File: config.mk
export PLATFORM = sky130hd
export DESIGN_NAME = track_formatter
export DESIGN_NICKNAME = d
export VERILOG_FILES = /design/src/hdl/track_fmt_pkg.sv /design/src/hdl/track_formatter.sv /design/src/hdl/crc16_unit.sv /design/src/hdl/sync2_unit.sv
export VERILOG_INCLUDE_DIRS = /design/src /design/src/hdl
export SDC_FILE = /design/constraint.sdc
export NUM_CORES = 1
export LEC_CHECK = 0
export BUFFER_PORTS_ARGS = -buffer_cell sky130_fd_sc_hd__buf_2
export CORE_UTILIZATION = 45
export CTS_CLUSTER_SIZE = 10
export DETAILED_ROUTE_END_ITERATION = 6
export PLACE_DENSITY = 0.64
export SLEW_MARGIN = 10
export SYNTH_ARGS = -nofsm -noshare
export SYNTH_HDL_FRONTEND = slang
export SYNTH_SLANG_ARGS = --single-unit
File: constraint.sdc
create_clock -name i_core_clk -period 3.6 [get_ports i_core_clk]
set_clock_uncertainty 0.2 [all_clocks]
set_input_delay 0.36 -clock i_core_clk [delete_from_list [all_inputs] [get_ports i_core_clk]]
set_output_delay 0.36 -clock i_core_clk [all_outputs]
set_load 0.02 [all_outputs]
File: src/hdl/track_fmt_defs.svh
// Constants for the diskette track formatter: field lengths, fill bytes, marks, flags
`ifndef TRACK_FMT_DEFS_SVH
`define TRACK_FMT_DEFS_SVH
`define TRK_COUNT       7'd77
`define TRK_LAST        7'd76
`define TRK_LABEL       7'd0
`define TRK_ALT_FIRST   7'd75
`define TRK_ALT_LAST    7'd76
`define SECTOR_FIRST    8'h01
`define GAP1_FM_LEN     11'd73
`define GAP1_MFM_LEN    11'd146
`define SYNC_FM_LEN     11'd6
`define SYNC_MFM_LEN    11'd12
`define GAP2_FM_LEN     11'd11
`define GAP2_MFM_LEN    11'd22
`define GAP3_FM_128     11'd27
`define GAP3_FM_256     11'd42
`define GAP3_FM_512     11'd58
`define GAP3_MFM_256    11'd54
`define GAP3_MFM_512    11'd84
`define GAP3_MFM_1024   11'd116
`define REC_BASE_LEN    11'd128
`define FILL_FM         8'hff
`define FILL_MFM        8'h4e
`define SYNC_BYTE       8'h00
`define MARK_PREFIX     8'ha1
`define MARK_PREFIX_LEN 11'd3
`define ID_MARK         8'hfe
`define DATA_MARK       8'hfb
`define CTRL_MARK       8'hf8
`define DEFECT_BYTE     8'hff
`define FLAG_DELETED    8'hc4
`define FLAG_NEXT_PHYS  8'hc6
`define FLAG_RELOCATED  8'h4b
`define CRC_PRESET      16'hffff
`define CRC_POLY        16'h1021
`endif

File: src/hdl/track_fmt_pkg.sv
// Types shared by the diskette track formatter
package track_fmt_pkg;
  typedef enum logic [9:0] {
    ST_IDLE  = 10'b0000000001,
    ST_GAP1  = 10'b0000000010,
    ST_SYNC  = 10'b0000000100,
    ST_PFX   = 10'b0000001000,
    ST_MARK  = 10'b0000010000,
    ST_ADDR  = 10'b0000100000,
    ST_CRC   = 10'b0001000000,
    ST_GAP2  = 10'b0010000000,
    ST_BODY  = 10'b0100000000,
    ST_GAP3  = 10'b1000000000
  } fmt_state_t;
endpackage

File: src/hdl/track_formatter.sv
// Diskette track formatter: writes a formatted track and checks fields read back
`timescale 1ns/10ps
`include "track_fmt_defs.svh"
module track_formatter (
  input  wire logic       i_core_clk,
  input  wire logic       i_rst_n,
  input  wire logic       i_index,
  input  wire logic       i_start,
  input  wire logic       i_mfm,
  input  wire logic       i_double_sided,
  input  wire logic       i_defective,
  input  wire logic       i_head,
  input  wire logic [6:0] i_cylinder,
  input  wire logic [1:0] i_len_code,
  input  wire logic [7:0] i_sector_count,
  input  wire logic       i_ctrl_field,
  input  wire logic [7:0] i_ctrl_flag,
  input  wire logic [7:0] i_wr_data,
  output logic            o_wr_ready,
  input  wire logic       i_byte_tick,
  output logic      [7:0] o_wr_byte,
  output logic            o_wr_valid,
  output logic            o_wr_mark,
  output logic            o_busy,
  output logic            o_param_err,
  input  wire logic [7:0] i_rd_byte,
  input  wire logic       i_rd_valid,
  input  wire logic       i_rd_mark,
  output logic            o_rd_id_ok,
  output logic            o_rd_id_err,
  output logic            o_rd_data_ok,
  output logic            o_rd_data_err,
  output logic            o_rd_defective,
  output logic            o_rd_ctrl,
  output logic      [7:0] o_rd_ctrl_flag,
  output logic      [7:0] o_rd_sector
);
  logic       rst_meta;
  logic       rst_n;
  logic       index_s;
  logic       index_d;
  logic       index_rise;

  // Reset release through two flops
  always_ff @(posedge i_core_clk or negedge i_rst_n) begin
    if (!i_rst_n) begin
      rst_meta <= 1'b0;
      rst_n    <= 1'b0;
    end else begin
      rst_meta <= 1'b1;
      rst_n    <= rst_meta;
    end
  end

  sync2_unit #(.WIDTH(1)) u_index_sync (
    .i_core_clk (i_core_clk),
    .rst_n      (rst_n),
    .i_async    (i_index),
    .o_sync     (index_s)
  );

  always_ff @(posedge i_core_clk or negedge rst_n) begin
    if (!rst_n) begin
      index_d <= 1'b0;
    end else begin
      index_d <= index_s;
    end
  end
  assign index_rise = index_s & ~index_d;

  // ---------------- Write side ----------------
  track_fmt_pkg::fmt_state_t state;
  track_fmt_pkg::fmt_state_t next_state;
  logic [10:0] cnt;
  logic [10:0] next_cnt;
  logic        in_data;
  logic        next_in_data;
  logic [7:0]  sector;
  logic [7:0]  next_sector;
  logic        armed;
  logic        fill_mode;
  logic [7:0]  next_byte;
  logic        next_mark;
  logic        crc_en;
  logic        crc_pre;
  logic [15:0] wcrc;
  wire         step = i_byte_tick & o_busy;
  wire  [10:0] body_len = `REC_BASE_LEN << i_len_code;
  wire  [10:0] sync_len = i_mfm ? `SYNC_MFM_LEN : `SYNC_FM_LEN;
  wire  [10:0] gap1_len = i_mfm ? `GAP1_MFM_LEN : `GAP1_FM_LEN;
  wire  [10:0] gap2_len = i_mfm ? `GAP2_MFM_LEN : `GAP2_FM_LEN;
  wire  [7:0]  fill_byte = i_mfm ? `FILL_MFM : `FILL_FM;
  wire  [7:0]  mark_byte = !in_data ? `ID_MARK :
                           (i_ctrl_field ? `CTRL_MARK : `DATA_MARK);
  logic [10:0] gap3_len;
  logic        len_ok;
  wire         track_ok = (i_cylinder <= `TRK_LAST) &&
                          (i_double_sided || !i_head);
  wire         alt_track = (i_cylinder >= `TRK_ALT_FIRST);
  wire  [7:0]  addr_byte = i_defective ? `DEFECT_BYTE :
                           (cnt == 11'd0) ? {1'b0, i_cylinder} :
                           (cnt == 11'd1) ? {7'h00, i_head} :
                           (cnt == 11'd2) ? sector : {6'h00, i_len_code};
  wire  [7:0]  body_byte = (i_ctrl_field && cnt == 11'd0) ? i_ctrl_flag : i_wr_data;
  wire         last_sector = (sector == i_sector_count);

  // Gap after sector by mode and length; unsupported pairs flagged
  always_comb begin
    gap3_len = `GAP3_FM_128;
    len_ok   = 1'b1;
    unique case ({i_mfm, i_len_code})
      3'b000: gap3_len = `GAP3_FM_128;
      3'b001: gap3_len = `GAP3_FM_256;
      3'b010: gap3_len = `GAP3_FM_512;
      3'b101: gap3_len = `GAP3_MFM_256;
      3'b110: gap3_len = `GAP3_MFM_512;
      3'b111: gap3_len = `GAP3_MFM_1024;
      default: len_ok = 1'b0;
    endcase
  end

  always_comb begin
    next_state   = state;
    next_cnt     = cnt;
    next_in_data = in_data;
    next_sector  = sector;
    next_byte    = fill_byte;
    next_mark    = 1'b0;
    crc_en       = 1'b0;
    crc_pre      = 1'b0;
    o_wr_ready   = 1'b0;
    unique case (state)
      track_fmt_pkg::ST_IDLE: begin
        next_byte = fill_byte;
      end
      track_fmt_pkg::ST_GAP1: begin
        next_byte = fill_byte;
        if (cnt == gap1_len - 11'd1) begin
          next_state = track_fmt_pkg::ST_SYNC;
          next_cnt   = 11'd0;
        end else begin
          next_cnt = cnt + 11'd1;
        end
      end
      track_fmt_pkg::ST_SYNC: begin
        next_byte = `SYNC_BYTE;
        crc_pre   = 1'b1;
        if (cnt == sync_len - 11'd1) begin
          next_state = i_mfm ? track_fmt_pkg::ST_PFX : track_fmt_pkg::ST_MARK;
          next_cnt   = 11'd0;
        end else begin
          next_cnt = cnt + 11'd1;
        end
      end
      track_fmt_pkg::ST_PFX: begin
        next_byte = `MARK_PREFIX;
        next_mark = 1'b1;
        crc_en    = 1'b1;
        if (cnt == `MARK_PREFIX_LEN - 11'd1) begin
          next_state = track_fmt_pkg::ST_MARK;
          next_cnt   = 11'd0;
        end else begin
          next_cnt = cnt + 11'd1;
        end
      end
      track_fmt_pkg::ST_MARK: begin
        next_byte  = mark_byte;
        crc_en     = 1'b1;
        next_cnt   = 11'd0;
        next_state = in_data ? track_fmt_pkg::ST_BODY : track_fmt_pkg::ST_ADDR;
      end
      track_fmt_pkg::ST_ADDR: begin
        next_byte = addr_byte;
        crc_en    = 1'b1;
        if (cnt == 11'd3) begin
          next_state = track_fmt_pkg::ST_CRC;
          next_cnt   = 11'd0;
        end else begin
          next_cnt = cnt + 11'd1;
        end
      end
      track_fmt_pkg::ST_BODY: begin
        next_byte  = body_byte;
        o_wr_ready = i_byte_tick;
        crc_en     = 1'b1;
        if (cnt == body_len - 11'd1) begin
          next_state = track_fmt_pkg::ST_CRC;
          next_cnt   = 11'd0;
        end else begin
          next_cnt = cnt + 11'd1;
        end
      end
      track_fmt_pkg::ST_CRC: begin
        next_byte = (cnt == 11'd0) ? wcrc[15:8] : wcrc[7:0];
        if (cnt == 11'd1) begin
          next_cnt   = 11'd0;
          next_state = in_data ? track_fmt_pkg::ST_GAP3 : track_fmt_pkg::ST_GAP2;
        end else begin
          next_cnt = 11'd1;
        end
      end
      track_fmt_pkg::ST_GAP2: begin
        next_byte = fill_byte;
        if (cnt == gap2_len - 11'd1) begin
          next_state   = track_fmt_pkg::ST_SYNC;
          next_in_data = 1'b1;
          next_cnt     = 11'd0;
        end else begin
          next_cnt = cnt + 11'd1;
        end
      end
      track_fmt_pkg::ST_GAP3: begin
        next_byte = fill_byte;
        if (last_sector) begin
          next_state = track_fmt_pkg::ST_IDLE;
        end else if (cnt == gap3_len - 11'd1) begin
          next_state   = track_fmt_pkg::ST_SYNC;
          next_in_data = 1'b0;
          next_sector  = sector + 8'h01;
          next_cnt     = 11'd0;
        end else begin
          next_cnt = cnt + 11'd1;
        end
      end
      default: next_state = track_fmt_pkg::ST_IDLE;
    endcase
  end

  crc16_unit u_wcrc (
    .i_core_clk (i_core_clk),
    .rst_n      (rst_n),
    .i_preset   (step & crc_pre),
    .i_en       (step & crc_en),
    .i_byte     (next_byte),
    .o_crc      (wcrc)
  );

  always_ff @(posedge i_core_clk or negedge rst_n) begin
    if (!rst_n) begin
      state       <= track_fmt_pkg::ST_IDLE;
      cnt         <= 11'd0;
      in_data     <= 1'b0;
      sector      <= `SECTOR_FIRST;
      armed       <= 1'b0;
      fill_mode   <= 1'b0;
      o_busy      <= 1'b0;
      o_param_err <= 1'b0;
    end else if (index_rise && armed) begin
      state     <= track_fmt_pkg::ST_GAP1;
      cnt       <= 11'd0;
      in_data   <= 1'b0;
      sector    <= `SECTOR_FIRST;
      armed     <= 1'b0;
      fill_mode <= 1'b0;
      o_busy    <= 1'b1;
    end else if (index_rise && fill_mode) begin
      fill_mode <= 1'b0;
      o_busy    <= 1'b0;
    end else begin
      if (i_start && !o_busy && !armed) begin
        armed       <= track_ok && len_ok && (i_sector_count != 8'h00);
        o_param_err <= !(track_ok && len_ok && (i_sector_count != 8'h00)) ||
                       (alt_track && !i_defective && 1'b0);
      end
      if (step) begin
        state   <= next_state;
        cnt     <= next_cnt;
        in_data <= next_in_data;
        sector  <= next_sector;
        if (next_state == track_fmt_pkg::ST_IDLE) begin
          fill_mode <= 1'b1;
        end
      end
    end
  end

  always_ff @(posedge i_core_clk or negedge rst_n) begin
    if (!rst_n) begin
      o_wr_byte  <= 8'h00;
      o_wr_valid <= 1'b0;
      o_wr_mark  <= 1'b0;
    end else begin
      o_wr_valid <= step;
      if (step) begin
        o_wr_byte <= next_byte;
        o_wr_mark <= next_mark;
      end
    end
  end

  // ---------------- Read side ----------------
  logic [2:0]  rd_phase;
  logic [10:0] rd_cnt;
  logic        rd_is_data;
  logic [1:0]  rd_len;
  logic [7:0]  rd_addr0;
  logic        rd_all_ff;
  logic [15:0] rcrc;
  logic        rcrc_hold;
  logic        next_rcrc_zero;
  logic [15:0] racc;
  // In MFM a mark byte counts only straight after a marked prefix byte
  wire         rd_mark_byte = !i_mfm || rcrc_hold;
  wire         rd_id_mark = (i_rd_byte == `ID_MARK);
  wire         rd_dt_mark = (i_rd_byte == `DATA_MARK) || (i_rd_byte == `CTRL_MARK);
  wire         rd_start = i_rd_valid && rd_phase == 3'd0 && (rd_id_mark || rd_dt_mark);
  wire  [10:0] rd_body = `REC_BASE_LEN << rd_len;
  wire         rd_pre = i_rd_valid && i_rd_mark && rd_phase == 3'd0 &&
                        i_rd_byte == `MARK_PREFIX;

  crc16_unit u_rcrc (
    .i_core_clk (i_core_clk),
    .rst_n      (rst_n),
    .i_preset   (i_rd_valid && rd_phase == 3'd0 && !rd_start && !rd_pre),
    .i_en       (i_rd_valid && (rd_phase != 3'd0 || rd_start || rd_pre)),
    .i_byte     (i_rd_byte),
    .o_crc      (rcrc)
  );

  // Remembers that the last read byte was a marked prefix byte
  always_ff @(posedge i_core_clk or negedge rst_n) begin
    if (!rst_n) begin
      rcrc_hold <= 1'b0;
    end else if (i_rd_valid) begin
      rcrc_hold <= rd_pre;
    end
  end

  always_ff @(posedge i_core_clk or negedge rst_n) begin
    if (!rst_n) begin
      rd_phase <= 3'd0;
      rd_cnt   <= 11'd0;
      rd_is_data <= 1'b0;
      rd_len   <= 2'd0;
      rd_addr0 <= 8'h00;
      rd_all_ff <= 1'b0;
      o_rd_id_ok <= 1'b0;
      o_rd_id_err <= 1'b0;
      o_rd_data_ok <= 1'b0;
      o_rd_data_err <= 1'b0;
      o_rd_defective <= 1'b0;
      o_rd_ctrl <= 1'b0;
      o_rd_ctrl_flag <= 8'h00;
      o_rd_sector <= 8'h00;
    end else begin
      o_rd_id_ok    <= 1'b0;
      o_rd_id_err   <= 1'b0;
      o_rd_data_ok  <= 1'b0;
      o_rd_data_err <= 1'b0;
      if (index_rise) begin
        rd_phase <= 3'd0;
      end else if (i_rd_valid) begin
        unique case (rd_phase)
          3'd0: if (rd_start && (rd_mark_byte || !i_mfm)) begin
            rd_is_data <= rd_dt_mark;
            o_rd_ctrl  <= (i_rd_byte == `CTRL_MARK);
            rd_phase   <= rd_dt_mark ? 3'd2 : 3'd1;
            rd_cnt     <= 11'd0;
            rd_all_ff  <= 1'b1;
          end
          3'd1: begin
            rd_all_ff <= rd_all_ff && (i_rd_byte == `DEFECT_BYTE);
            if (rd_cnt == 11'd2) o_rd_sector <= i_rd_byte;
            if (rd_cnt == 11'd3) begin
              // A defective ID carries no length: the track's own code stands in
              rd_len   <= (rd_all_ff && i_rd_byte == `DEFECT_BYTE) ? i_len_code :
                          i_rd_byte[1:0];
              rd_phase <= 3'd3;
              rd_cnt   <= 11'd0;
            end else begin
              rd_cnt <= rd_cnt + 11'd1;
            end
          end
          3'd2: begin
            if (rd_cnt == 11'd0) o_rd_ctrl_flag <= i_rd_byte;
            if (rd_cnt == rd_body - 11'd1) begin
              rd_phase <= 3'd3;
              rd_cnt   <= 11'd0;
            end else begin
              rd_cnt <= rd_cnt + 11'd1;
            end
          end
          3'd3: begin
            if (rd_cnt == 11'd1) begin
              rd_phase <= 3'd0;
              o_rd_id_ok    <= !rd_is_data && next_rcrc_zero;
              o_rd_id_err   <= !rd_is_data && !next_rcrc_zero;
              o_rd_data_ok  <= rd_is_data && next_rcrc_zero;
              o_rd_data_err <= rd_is_data && !next_rcrc_zero;
              if (!rd_is_data) o_rd_defective <= rd_all_ff;
            end else begin
              rd_cnt <= 11'd1;
            end
          end
          default: rd_phase <= 3'd0;
        endcase
      end
    end
  end

  // Residue check: running CRC over the received check bytes ends at zero
  always_comb begin
    racc = rcrc;
    for (int b = 7; b >= 0; b--) begin
      racc = (racc[15] ^ i_rd_byte[b]) ? ({racc[14:0], 1'b0} ^ `CRC_POLY) :
                                         {racc[14:0], 1'b0};
    end
    next_rcrc_zero = (racc == 16'h0000);
  end
endmodule // track_formatter

File: src/hdl/crc16_unit.sv
// Byte-wide CRC-16 (x^16+x^12+x^5+1) register with preset
`timescale 1ns/10ps
`include "track_fmt_defs.svh"
module crc16_unit (
  input  wire logic        i_core_clk,
  input  wire logic        rst_n,
  input  wire logic        i_preset,
  input  wire logic        i_en,
  input  wire logic [7:0]  i_byte,
  output logic      [15:0] o_crc
);
  logic [15:0] next_crc;
  logic [15:0] acc;

  always_comb begin
    acc = o_crc;
    for (int b = 7; b >= 0; b--) begin
      if (acc[15] ^ i_byte[b]) begin
        acc = {acc[14:0], 1'b0} ^ `CRC_POLY;
      end else begin
        acc = {acc[14:0], 1'b0};
      end
    end
    next_crc = acc;
  end

  always_ff @(posedge i_core_clk or negedge rst_n) begin
    if (!rst_n) begin
      o_crc <= `CRC_PRESET;
    end else if (i_preset) begin
      o_crc <= `CRC_PRESET;
    end else if (i_en) begin
      o_crc <= next_crc;
    end
  end
endmodule // crc16_unit

File: src/hdl/sync2_unit.sv
// Two flip-flop synchroniser for a group of pin levels
`timescale 1ns/10ps
module sync2_unit #(
  parameter int WIDTH = 1
) (
  input  wire logic             i_core_clk,
  input  wire logic             rst_n,
  input  wire logic [WIDTH-1:0] i_async,
  output logic      [WIDTH-1:0] o_sync
);
  logic [WIDTH-1:0] stage1;

  always_ff @(posedge i_core_clk or negedge rst_n) begin
    if (!rst_n) begin
      stage1 <= '0;
      o_sync <= '0;
    end else begin
      stage1 <= i_async;
      o_sync <= stage1;
    end
  end
endmodule // sync2_unit

==> results of run 1 <==
==> routing by layer <==
layer	up-vias	track usage, %
met5	-	0
met4	0	10.00
met3	50	4.773
met2	283	41.12
met1	3508	33.04
li1	3513	-
==> final timing paths <==
check | start | end | slack [ps] | cells after the start
setup / recovery | cnt[0]$_DFFE_PN0P_ | u_wcrc.o_crc[14]$_DFFE_PN1P_ | 120 | 11
hold / removal | i_rst_n | rst_n$_DFF_PN0_ | 40 | 2
setup reg to reg | cnt[0]$_DFFE_PN0P_ | u_wcrc.o_crc[14]$_DFFE_PN1P_ | 120 | 11
hold reg to reg | u_index_sync.stage1$_DFF_PN0_ | u_index_sync.o_sync$_DFF_PN0_ | 150 | 0
max in group asynchronous | rst_n$_DFF_PN0_ | rcrc_hold$_DFFE_PN0P_ | 2500 | 1
min in group i_core_clk | i_rd_byte[5] | o_rd_sector[5]$_DFFE_PN0P_ | 40 | 2
==> area by class of cell <==
cell class,instances,share of cell area [%]
Multi-Input combinational cell,715,49.36
Sequential cell,121,31.98
Timing Repair Buffer,139,8.813
Clock buffer,23,5.077
Tap cell,225,2.929
Clock inverter,9,0.9373
Inverter,23,0.8982
==> power by group through the flow <==
stage	sequential [W]	clock [W]	combinational [W]
floorplan	0.00230	0	0.00195
global placement	0.00222	0	0.00281
detailed placement	0.00224	0	0.00283
CTS	0.00222	0.00170	0.00286
global route	0.00227	0.00176	0.00316
finish	0.00222	0.00167	0.00290
==> what timing repair did <==
action	CTS	global route
resized for setup	0	3
setup buffers	0	3
hold buffers	2	0
endpoints found under the setup margin	0	3
endpoints found under the hold margin	3	0
==> synthesized netlist by cell type, types with 6 or more instances <==
library cell / instances
sky130_fd_sc_hd__inv_1: 23
sky130_fd_sc_hd__and4_1: 7
sky130_fd_sc_hd__o31ai_1: 6
sky130_fd_sc_hd__dfstp_2: 34
sky130_fd_sc_hd__mux2_2: 21
sky130_fd_sc_hd__xor2_1: 30
sky130_fd_sc_hd__nand2b_1: 10
sky130_fd_sc_hd__nor3_1: 19
sky130_fd_sc_hd__o21ai_0: 63
sky130_fd_sc_hd__ha_1: 15
sky130_fd_sc_hd__nand4_1: 21
sky130_fd_sc_hd__nor2b_1: 23
sky130_fd_sc_hd__nand3_1: 30
sky130_fd_sc_hd__nor4_1: 12
sky130_fd_sc_hd__a31oi_1: 10
sky130_fd_sc_hd__a21oi_1: 43
sky130_fd_sc_hd__buf_2: 9
sky130_fd_sc_hd__nand4b_1: 8
sky130_fd_sc_hd__xnor2_1: 35
sky130_fd_sc_hd__dfrtp_1: 87
sky130_fd_sc_hd__clkbuf_1: 37
sky130_fd_sc_hd__nand2_1: 104
sky130_fd_sc_hd__and3_1: 20
sky130_fd_sc_hd__or4_1: 6
sky130_fd_sc_hd__a22o_1: 13
sky130_fd_sc_hd__and2_1: 10
sky130_fd_sc_hd__nor2_1: 77
sky130_fd_sc_hd__mux2i_1: 12
sky130_fd_sc_hd__o21bai_1: 8
==> stage by stage <==
| stage | TNS, ps | setup WS (ps) | util (%) | cell area (um^2) | power, W |
|---|---|---|---|---|---|
| 3_5_place_dp | 0 | 152.3 | 51.59 | 8985 | 0.005072 |
| 4_1_cts | 0 | 140.6 | 55.02 | 9583 | 0.006781 |
| 6_report | 0 | 123.8 | 55.19 | 9612 | 0.006785 |
| 5_1_grt | -43.80 | -22.91 | 55.19 | 9612 | 0.007188 |
| 3_3_place_gp | 0 | 223.5 | 51.59 | 8985 | 0.005040 |
| 2_1_floorplan | 0 | 8.977 | - | 8113 | 0.004250 |
==> registers in the layout, summed over array words and instances, names as in the netlist, 2 cells and up <==
signal and cells:
cnt 11, rd_cnt 11, u_rcrc.o_crc 16, sector 8, u_wcrc.o_crc 16, o_rd_ctrl_flag 8
o_rd_sector 8, rd_phase 2, rd_len 2, state 10, o_wr_byte 8
==> cells by family (layout without fill, tap and decap cells) <==
family | count (synthesis) | after routing | synth area share (%)
buffers and inverters | 74 | 194 | 3.771
AO/OA/AOI/OAI | 208 | 208 | 17.20
multiplexers | 33 | 33 | 4.404
AND/OR/NAND/NOR | 388 | 388 | 25.98
other | 1 | 1 | 0.04632
XOR/XNOR | 70 | 70 | 8.360
adder cells (fa/ha/maj) | 15 | 15 | 2.318
flip-flops | 121 | 121 | 37.92
==> flow_metrics.env, run 1 <==
export IMPL_crit_type="reg2reg"
export IMPL_synth_edf_count=0
export IMPL_wire_length_on_met2_um=10870
export IMPL_grtUsageTotal_pct=25.30
export IMPL_period_minus_slack_ps=3476
export IMPL_clock_tree_from_tritoncts="yes"
export IMPL_placement_rows=48
export IMPL_power_share_switching_pct=39.06
export IMPL_period_share_pct=96.56
export IMPL_cpMaxStageDelayCell="sky130_fd_sc_hd__or3b_2"
export IMPL_flow_area_growth_from_synthesis_pct=18.71
export IMPL_synth_yosys_seq_area_share_pct=37.92
export IMPL_synthDistinctLibCells=84
export IMPL_initial_utilization_pct=46.49
export IMPL_layout_commonest_cell="sky130_fd_sc_hd__nand2_1"
export IMPL_yosys_register_bits=121
export IMPL_floorplan_io_pins=88
export IMPL_hpwlAfterDp_um=16900
export IMPL_nFillCells=1565
export IMPL_post_synth_top_area_fraction_pct=26.89
export IMPL_route_vias_total=7354
export IMPL_port_buffers=87
export IMPL_most_common_layout_cells="104 x sky130_fd_sc_hd__nand2_1, 87 x sky130_fd_sc_hd__buf_2, 86 x sky130_fd_sc_hd__dfrtp_1"
export IMPL_setup_viol=0
export IMPL_cts_root_buf="sky130_fd_sc_hd__clkbuf_16"
export IMPL_worst_skew_pair_late_latency_ps=420
export IMPL_clock_buffers_created_by_tritoncts=17
export IMPL_die_width_um=136.1
export IMPL_report_final_hold_viol_count=0
export IMPL_top_layer="met4"
export IMPL_pwr_share_clk_pct=24.6
export IMPL_smallest_hold_slack_ps=35.34
export IMPL_post_synth_top_area_cell="sky130_fd_sc_hd__dfrtp_1"
export IMPL_antenna_found_initial=0
export IMPL_p_int_w=0.004135
export IMPL_critPathRequiredTime_ps=3760
export IMPL_detail_route_wirelength_um=22850
export IMPL_coreArea_um2=17420
export IMPL_slowest_delay_ps=500
export IMPL_drt_pass1_iterations=5
export IMPL_netlist_instances=910
export IMPL_nets=1085
export IMPL_final_cells=1255
export IMPL_globalRoute_totalOverflow=0
export IMPL_ys_warn_count=0
export IMPL_arrival_ps=3630
export IMPL_dr_first_iter_drc_count=647
export IMPL_worstPathCellList="inv_1, ha_1, buf_6, or3b_2, nor3_4, o211ai_2, a222oi_1, xor2_1, xnor3_2, xnor2_1, a21oi_1"
export IMPL_layout_drive_gt1_share_pct=24.37
export IMPL_htreeDepth=4
export IMPL_power_per_cell_area_nw_per_um2=705.9
export IMPL_finalWeightedCongestion=0.9347
export IMPL_dieArea_um2=18530
export IMPL_via_count_of_the_first_global_routing_pass=6846
export IMPL_worst_hold_path_type="in2async"
export IMPL_clk_path_buf_depth=2
export IMPL_maximum_number_of_pins_on_one_net_before_global_route_repair=120
export IMPL_worst_ir_drop_vdd_v=0.0005197
export IMPL_crit_path_start_kind="flip-flop"
export IMPL_drt_vias_per_instance=5.860
export IMPL_power_share_combinational_pct=42.7
export IMPL_final_antenna_diode_count=0
export IMPL_postSynthAreaPerCell_um2=8.897
export IMPL_critPathBufInv=2
export IMPL_ys_dominant_reg_cell="sky130_fd_sc_hd__dfrtp_1"
export IMPL_grt_first_pass_wirelength_um=35780
export IMPL_cpLargestDelayFamily="XOR/XNOR gates"
export IMPL_met3WireLength_um=1367
export IMPL_clk_pin_slew_ps=60
export IMPL_seqCellArea_um2=3074
export IMPL_mappedNetlistNets=978
export IMPL_endpoint_kind="flip-flop"
export IMPL_cts_sinks=121
export IMPL_power_static_leakage_nw=4.301
export IMPL_timing_max_cap_violations=0
export IMPL_placed_cells_incl_taps=1218
export IMPL_p_switching_w=0.002650
export IMPL_timing_final_max_slew_violations=0
export IMPL_slew_at_the_pin_closest_to_its_max_slew_limit_ps=768.6
export IMPL_clock_fmax_ghz=0.2877
export IMPL_drcViolationCount=0
export IMPL_per_cell_routed_wire_length_um=18.21
export IMPL_top_cells_by_area_in_the_synthesized_netlist="sky130_fd_sc_hd__dfrtp_1 27%, sky130_fd_sc_hd__dfstp_2 11%, sky130_fd_sc_hd__nand2_1 4.8%"
export IMPL_total_area_of_multi_input_combinational_cells_um2=4745
export IMPL_synth_cell_area_um2=8097
export IMPL_crit_path_max_fanout=17
export IMPL_route_antenna_remaining_nets=0
export IMPL_die_height_um=136.1
export IMPL_power_share_sequential_pct=32.7
export IMPL_synth_async_reset_ratio_pct=100.0
export IMPL_run_status="completed"
export IMPL_met1_wirelength_um=9989
export IMPL_normalized_max_slew_margin_pct=48.61
(Power assumes the default switching activity.)
==> inputs of run 2 (changes only) <==
PLACE_DENSITY = 0.62   (was 0.64)
clock period = 3.35 ns   (was 3.6 ns; I/O delays follow)
==> flow_metrics.env, run 2 (synthesized netlist as in run 1, its figures left out) <==
export IMPL_crit_path_start_kind="flip-flop"
export IMPL_detail_route_wirelength_um=23450
export IMPL_antenna_found_initial=0
export IMPL_clk_path_buf_depth=2
export IMPL_critPathRequiredTime_ps=3500
export IMPL_crit_type="reg2reg"
export IMPL_worstPathCellList="or4_4, nor4_1, o311ai_4, a211oi_1, nor4b_4, buf_4, xnor2_2, xor2_1, a21oi_1"
export IMPL_floorplan_io_pins=88
export IMPL_clk_pin_slew_ps=60
export IMPL_timing_max_cap_violations=0
export IMPL_initial_utilization_pct=46.49
export IMPL_pwr_share_clk_pct=26.3
export IMPL_crit_path_max_fanout=7
export IMPL_power_share_sequential_pct=30.7
export IMPL_worst_ir_drop_vdd_v=0.0007341
export IMPL_met3WireLength_um=1640
export IMPL_hpwlAfterDp_um=17380
export IMPL_drt_vias_per_instance=5.872
export IMPL_dieArea_um2=18530
export IMPL_total_power_w=0.007835
export IMPL_grtUsageTotal_pct=26.23
export IMPL_route_antenna_remaining_nets=0
export IMPL_timing_rr_start="cnt[10]$_DFFE_PN0P_"
export IMPL_r2r_setup_slack_ps=60
export IMPL_layout_commonest_cell="sky130_fd_sc_hd__nand2_1"
export IMPL_failed_checks="DRC"
export IMPL_largestRegisters="u_rcrc.o_crc x16, u_wcrc.o_crc x16"
export IMPL_cts_sinks=121
export IMPL_worst_hold_path_type="in2reg"
export IMPL_clock_tree_from_tritoncts="yes"
export IMPL_report_final_hold_viol_count=0
export IMPL_dr_first_iter_drc_count=661
export IMPL_hp_start="i_rd_byte[5]"
export IMPL_nets=1114
export IMPL_coreArea_um2=17420
export IMPL_period_share_pct=98.11
export IMPL_drcViolationCount=4
export IMPL_fin_ws_ps=63.48
export IMPL_htreeDepth=4
export IMPL_depth_of_the_most_critical_reg_to_reg_path=9
export IMPL_clock_buffers_created_by_tritoncts=17
export IMPL_timing_final_max_slew_violations=0
export IMPL_period_minus_slack_ps=3287
export IMPL_slowest_delay_ps=640
export IMPL_whs_path_depth=2
export IMPL_die_width_um=136.1
export IMPL_globalRoute_totalOverflow=0
export IMPL_die_height_um=136.1
export IMPL_layout_drive_gt1_share_pct=27.10
export IMPL_crit_reg2reg_capture="u_wcrc.o_crc[8]$_DFFE_PN1P_"
export IMPL_power_share_combinational_pct=43.0
export IMPL_normalized_max_slew_margin_pct=52.43
export IMPL_top_layer="met4"
export IMPL_cpLargestDelayFamily="simple AND/OR/NAND/NOR gates"
export IMPL_placement_rows=48
export IMPL_wire_length_on_met2_um=10990
export IMPL_flow_area_growth_from_synthesis_pct=23.49
export IMPL_grt_first_pass_wirelength_um=37580
export IMPL_final_antenna_diode_count=0
export IMPL_clock_fmax_ghz=0.3043
export IMPL_setup_viol=0
export IMPL_worst_skew_pair_late_latency_ps=420
export IMPL_port_buffers=87
export IMPL_place_ws_ps=20.87
export IMPL_route_vias_total=7540
export IMPL_whs_endpoint="o_rd_ctrl_flag[5]$_DFFE_PN0P_"
export IMPL_power_share_switching_pct=37.81
export IMPL_cts_root_buf="sky130_fd_sc_hd__clkbuf_16"
export IMPL_p_switching_w=0.002962
export IMPL_finalWeightedCongestion=0.9372
export IMPL_via_count_of_the_first_global_routing_pass=7139
export IMPL_power_per_cell_area_nw_per_um2=783.6
export IMPL_slew_at_the_pin_closest_to_its_max_slew_limit_ps=711.5
export IMPL_power_static_leakage_nw=4.499
export IMPL_maximum_number_of_pins_on_one_net_before_global_route_repair=82
export IMPL_critPathBufInv=1
export IMPL_met1_wirelength_um=10250
export IMPL_drt_pass1_iterations=7
export IMPL_per_cell_routed_wire_length_um=18.26
export IMPL_arrival_ps=3440
export IMPL_cpMaxStageDelayCell="sky130_fd_sc_hd__or4_4"
export IMPL_p_int_w=0.004872
export IMPL_most_common_layout_cells="104 x sky130_fd_sc_hd__nand2_1, 87 x sky130_fd_sc_hd__buf_2, 86 x sky130_fd_sc_hd__dfrtp_1"
export IMPL_run_status="finished with violations"
export IMPL_endpoint_kind="flip-flop"
## run 2: worst max-delay path by stage
stage	to	startpoint	slack (ps)	cells past startpoint
2_1_floorplan	u_wcrc.o_crc[7]$_DFFE_PN1P_	cnt[1]$_DFFE_PN0P_	30	13
6_report	u_wcrc.o_crc[8]$_DFFE_PN1P_	cnt[10]$_DFFE_PN0P_	60	9
4_1_cts	u_wcrc.o_crc[13]$_DFFE_PN1P_	cnt[5]$_DFFE_PN0P_	10	9
5_1_grt	u_wcrc.o_crc[8]$_DFFE_PN1P_	cnt[10]$_DFFE_PN0P_	-30	9
3_3_place_gp	cnt[10]$_DFFE_PN0P_	cnt[1]$_DFFE_PN0P_	30	10
3_5_place_dp	u_wcrc.o_crc[7]$_DFFE_PN1P_	cnt[1]$_DFFE_PN0P_	20	11
## run 2: metrics by stage
| step | instance area [um^2] | instances | utilization, % | setup TNS (ps) | hold slack, ps |
|---|---|---|---|---|---|
| CTS | 9856 | 1277 | 56.59 | 0 | 6.518 |
| finish | 9998 | 1284 | 57.41 | 0 | 14.98 |
| global placement | 9165 | 1242 | 52.62 | 0 | -78.32 |
| floorplan | 8118 | 910 | - | 0 | -160.6 |
| global route | 9998 | 1284 | 57.41 | -55.05 | 19.81 |
| detailed placement | 9165 | 1242 | 52.62 | 0 | -76.13 |
## run 2: layout make-up
cell class | count | area [um^2]
well taps | 225 | 281.5
multi-input cells | 715 | 4836
clock inverters | 11 | 195.2
inverters | 23 | 86.33
clock buffers | 21 | 460.4
fillers | 1567 | 7418
repair buffers | 168 | 1065
flip-flops and latches | 121 | 3074
## run 2: repair_timing
item	in CTS	in global routing
endpoints found under the hold margin	3	0
cloned	0	0
hold buffers	2	0
endpoints found under the setup margin	3	19
buffers inserted	1	7
pin swaps	1	9
gates resized for setup	1	14
## run 2: power groups by stage
stage / combinational (W) / clock, W / sequential [W]
after detailed placement: 0.00321 / 0 / 0.00241
after floorplan: 0.00210 / 0 / 0.00247
after global routing: 0.00370 / 0.00214 / 0.00246
after CTS: 0.00324 / 0.00209 / 0.00239
after global placement: 0.00318 / 0 / 0.00240
final: 0.00337 / 0.00206 / 0.00240
## run 2: metal layers
layer,track usage (%),vias to the layer above
li1,-,3570
met1,34.17,3633
met2,42.70,293
met3,5.966,44
met4,8.765,0
met5,0,-
==> inputs of run 3 (changes only) <==
CAP_MARGIN = 20   (was unset)
GPL_ROUTABILITY_DRIVEN = 0   (was unset)
clock period = 3.4 ns   (was 3.35 ns; I/O delays follow)
==> flow_metrics.env, run 3 (synthesized netlist as in run 1, its figures left out) <==
export IMPL_placement_rows=48
export IMPL_period_minus_slack_ps=3339
export IMPL_layout_commonest_cell="sky130_fd_sc_hd__nand2_1"
export IMPL_via_count_of_the_first_global_routing_pass=6988
export IMPL_clock_buffers_created_by_tritoncts=17
export IMPL_clock_tree_from_tritoncts="yes"
export IMPL_fin_ws_ps=60.55
export IMPL_nets=1100
export IMPL_total_power_w=0.007377
export IMPL_depth_of_the_most_critical_reg_to_reg_path=8
export IMPL_setup_viol=0
export IMPL_grt_first_pass_wirelength_um=37240
export IMPL_power_static_leakage_nw=4.398
export IMPL_maximum_number_of_pins_on_one_net_before_global_route_repair=84
export IMPL_dr_first_iter_drc_count=603
export IMPL_initial_utilization_pct=46.49
export IMPL_crit_path_max_fanout=11
export IMPL_most_common_layout_cells="104 x sky130_fd_sc_hd__nand2_1, 87 x sky130_fd_sc_hd__buf_2, 86 x sky130_fd_sc_hd__dfrtp_1"
export IMPL_worst_hold_path_type="in2async"
export IMPL_final_cells=1270
export IMPL_crit_type="reg2reg"
export IMPL_rsz_0062_raised_after_global_routing="true"
export IMPL_clock_fmax_ghz=0.2995
export IMPL_endpoint_kind="flip-flop"
export IMPL_drcViolationCount=0
export IMPL_report_final_hold_viol_count=0
export IMPL_power_per_cell_area_nw_per_um2=755.3
export IMPL_die_width_um=136.1
export IMPL_crit_reg2reg_capture="u_wcrc.o_crc[7]$_DFFE_PN1P_"
export IMPL_antenna_found_initial=0
export IMPL_final_antenna_diode_count=0
export IMPL_clk_path_buf_depth=2
export IMPL_cts_sinks=121
export IMPL_arrival_ps=3480
export IMPL_hpwlAfterDp_um=17180
export IMPL_detailed_place_area_um2=9082
export IMPL_die_height_um=136.1
export IMPL_route_antenna_remaining_nets=0
export IMPL_drt_pass1_iterations=6
export IMPL_smallest_hold_slack_ps=27.41
export IMPL_dieArea_um2=18530
export IMPL_worst_ir_drop_vdd_v=0.0005384
export IMPL_normalized_max_slew_margin_pct=52.43
export IMPL_critPathRequiredTime_ps=3550
export IMPL_timing_max_cap_violations=0
export IMPL_worst_skew_pair_late_latency_ps=420
export IMPL_crit_path_start_kind="flip-flop"
export IMPL_flow_area_growth_from_synthesis_pct=20.63
export IMPL_final_area_um2=9767
export IMPL_route_vias_total=7374
export IMPL_coreArea_um2=17420
export IMPL_run_status="completed"
export IMPL_place_ws_ps=97.48
export IMPL_floorplan_io_pins=88
export IMPL_period_share_pct=98.22
export IMPL_cts_root_buf="sky130_fd_sc_hd__clkbuf_16"
export IMPL_largestRegisters="u_rcrc.o_crc x16, u_wcrc.o_crc x16"
export IMPL_per_cell_routed_wire_length_um=18.29
export IMPL_placed_cells_incl_taps=1231
export IMPL_r2r_setup_slack_ps=60
export IMPL_slew_at_the_pin_closest_to_its_max_slew_limit_ps=711.5
export IMPL_drt_vias_per_instance=5.806
export IMPL_clk_pin_slew_ps=60
export IMPL_detail_route_wirelength_um=23230
export IMPL_port_buffers=87
export IMPL_globalRoute_totalOverflow=0
export IMPL_htreeDepth=4
export IMPL_layout_drive_gt1_share_pct=25.93
export IMPL_timing_rr_start="state[4]$_DFFE_PN0P_"
export IMPL_grtUsageTotal_pct=26.08
export IMPL_timing_final_max_slew_violations=0
-- run 3: routing by layer --
| layer | wire length [um] | GRT usage [%] |
|---|---|---|
| met5 | 0 | 0 |
| met4 | 541 | 9.074 |
| met2 | 10710 | 41.71 |
| met3 | 1471 | 5.966 |
| met1 | 10500 | 34.44 |
-- run 3: worst max-delay path: stages, from the launching register on --
cell and delay (ps):
sky130_fd_sc_hd__dfrtp_1 520, sky130_fd_sc_hd__or4_4 620, sky130_fd_sc_hd__nor3_4 330, sky130_fd_sc_hd__o211ai_2 130, sky130_fd_sc_hd__a222oi_1 460, sky130_fd_sc_hd__xor2_1 340, sky130_fd_sc_hd__xnor3_2 350, sky130_fd_sc_hd__xor2_1 160
sky130_fd_sc_hd__a21oi_1 160
-- run 3: stage by stage --
| step | TNS, ps | util, % |
|---|---|---|
| floorplan | 0 | - |
| global placement | 0 | 52.15 |
| detailed placement | 0 | 52.15 |
| CTS | 0 | 55.77 |
| global route | -53.77 | 56.08 |
| finish | 0 | 56.08 |
-- run 3: final cells by class --
| cell class | instances | area [um^2] |
|---|---|---|
| Clock buffer | 18 | 439.2 |
| Clock inverter | 14 | 171.4 |
| Fill cell | 1611 | 7650 |
| Inverter | 23 | 86.33 |
| Multi-Input combinational cell | 715 | 4758 |
| Sequential cell | 121 | 3074 |
| Tap cell | 225 | 281.5 |
| Timing Repair Buffer | 154 | 955.9 |
-- run 3: power by group --
part	leakage [nW]	internal (W)	switching (W)
Sequential	1.48	0.00197	0.000367
Clock	0.293	0.00117	0.000703
Combinational	2.62	0.00139	0.00177
Total	4.40	0.00453	0.00284
-- run 3: what timing repair did --
action,4_1_cts,5_1_grt
hold buffers,2,0
hold endpoints to repair,3,0
pin swaps,1,6
gates resized for setup,0,6
setup endpoints to repair,1,12
setup buffers,0,5
-- run 3: worst max-delay path by stage --
stage / from / endpoint / depth (start not counted) / slack [ps]
final: state[4]$_DFFE_PN0P_ / u_wcrc.o_crc[7]$_DFFE_PN1P_ / 8 / 60
after global routing: cnt[0]$_DFFE_PN0P_ / u_wcrc.o_crc[7]$_DFFE_PN1P_ / 10 / -40
after CTS: cnt[0]$_DFFE_PN0P_ / u_wcrc.o_crc[7]$_DFFE_PN1P_ / 10 / 1
after detailed placement: state[1]$_DFFE_PN0P_ / u_wcrc.o_crc[7]$_DFFE_PN1P_ / 8 / 100
after global placement: cnt[10]$_DFFE_PN0P_ / u_wcrc.o_crc[13]$_DFFE_PN1P_ / 9 / 150
after floorplan: cnt[1]$_DFFE_PN0P_ / u_wcrc.o_crc[7]$_DFFE_PN1P_ / 13 / 80
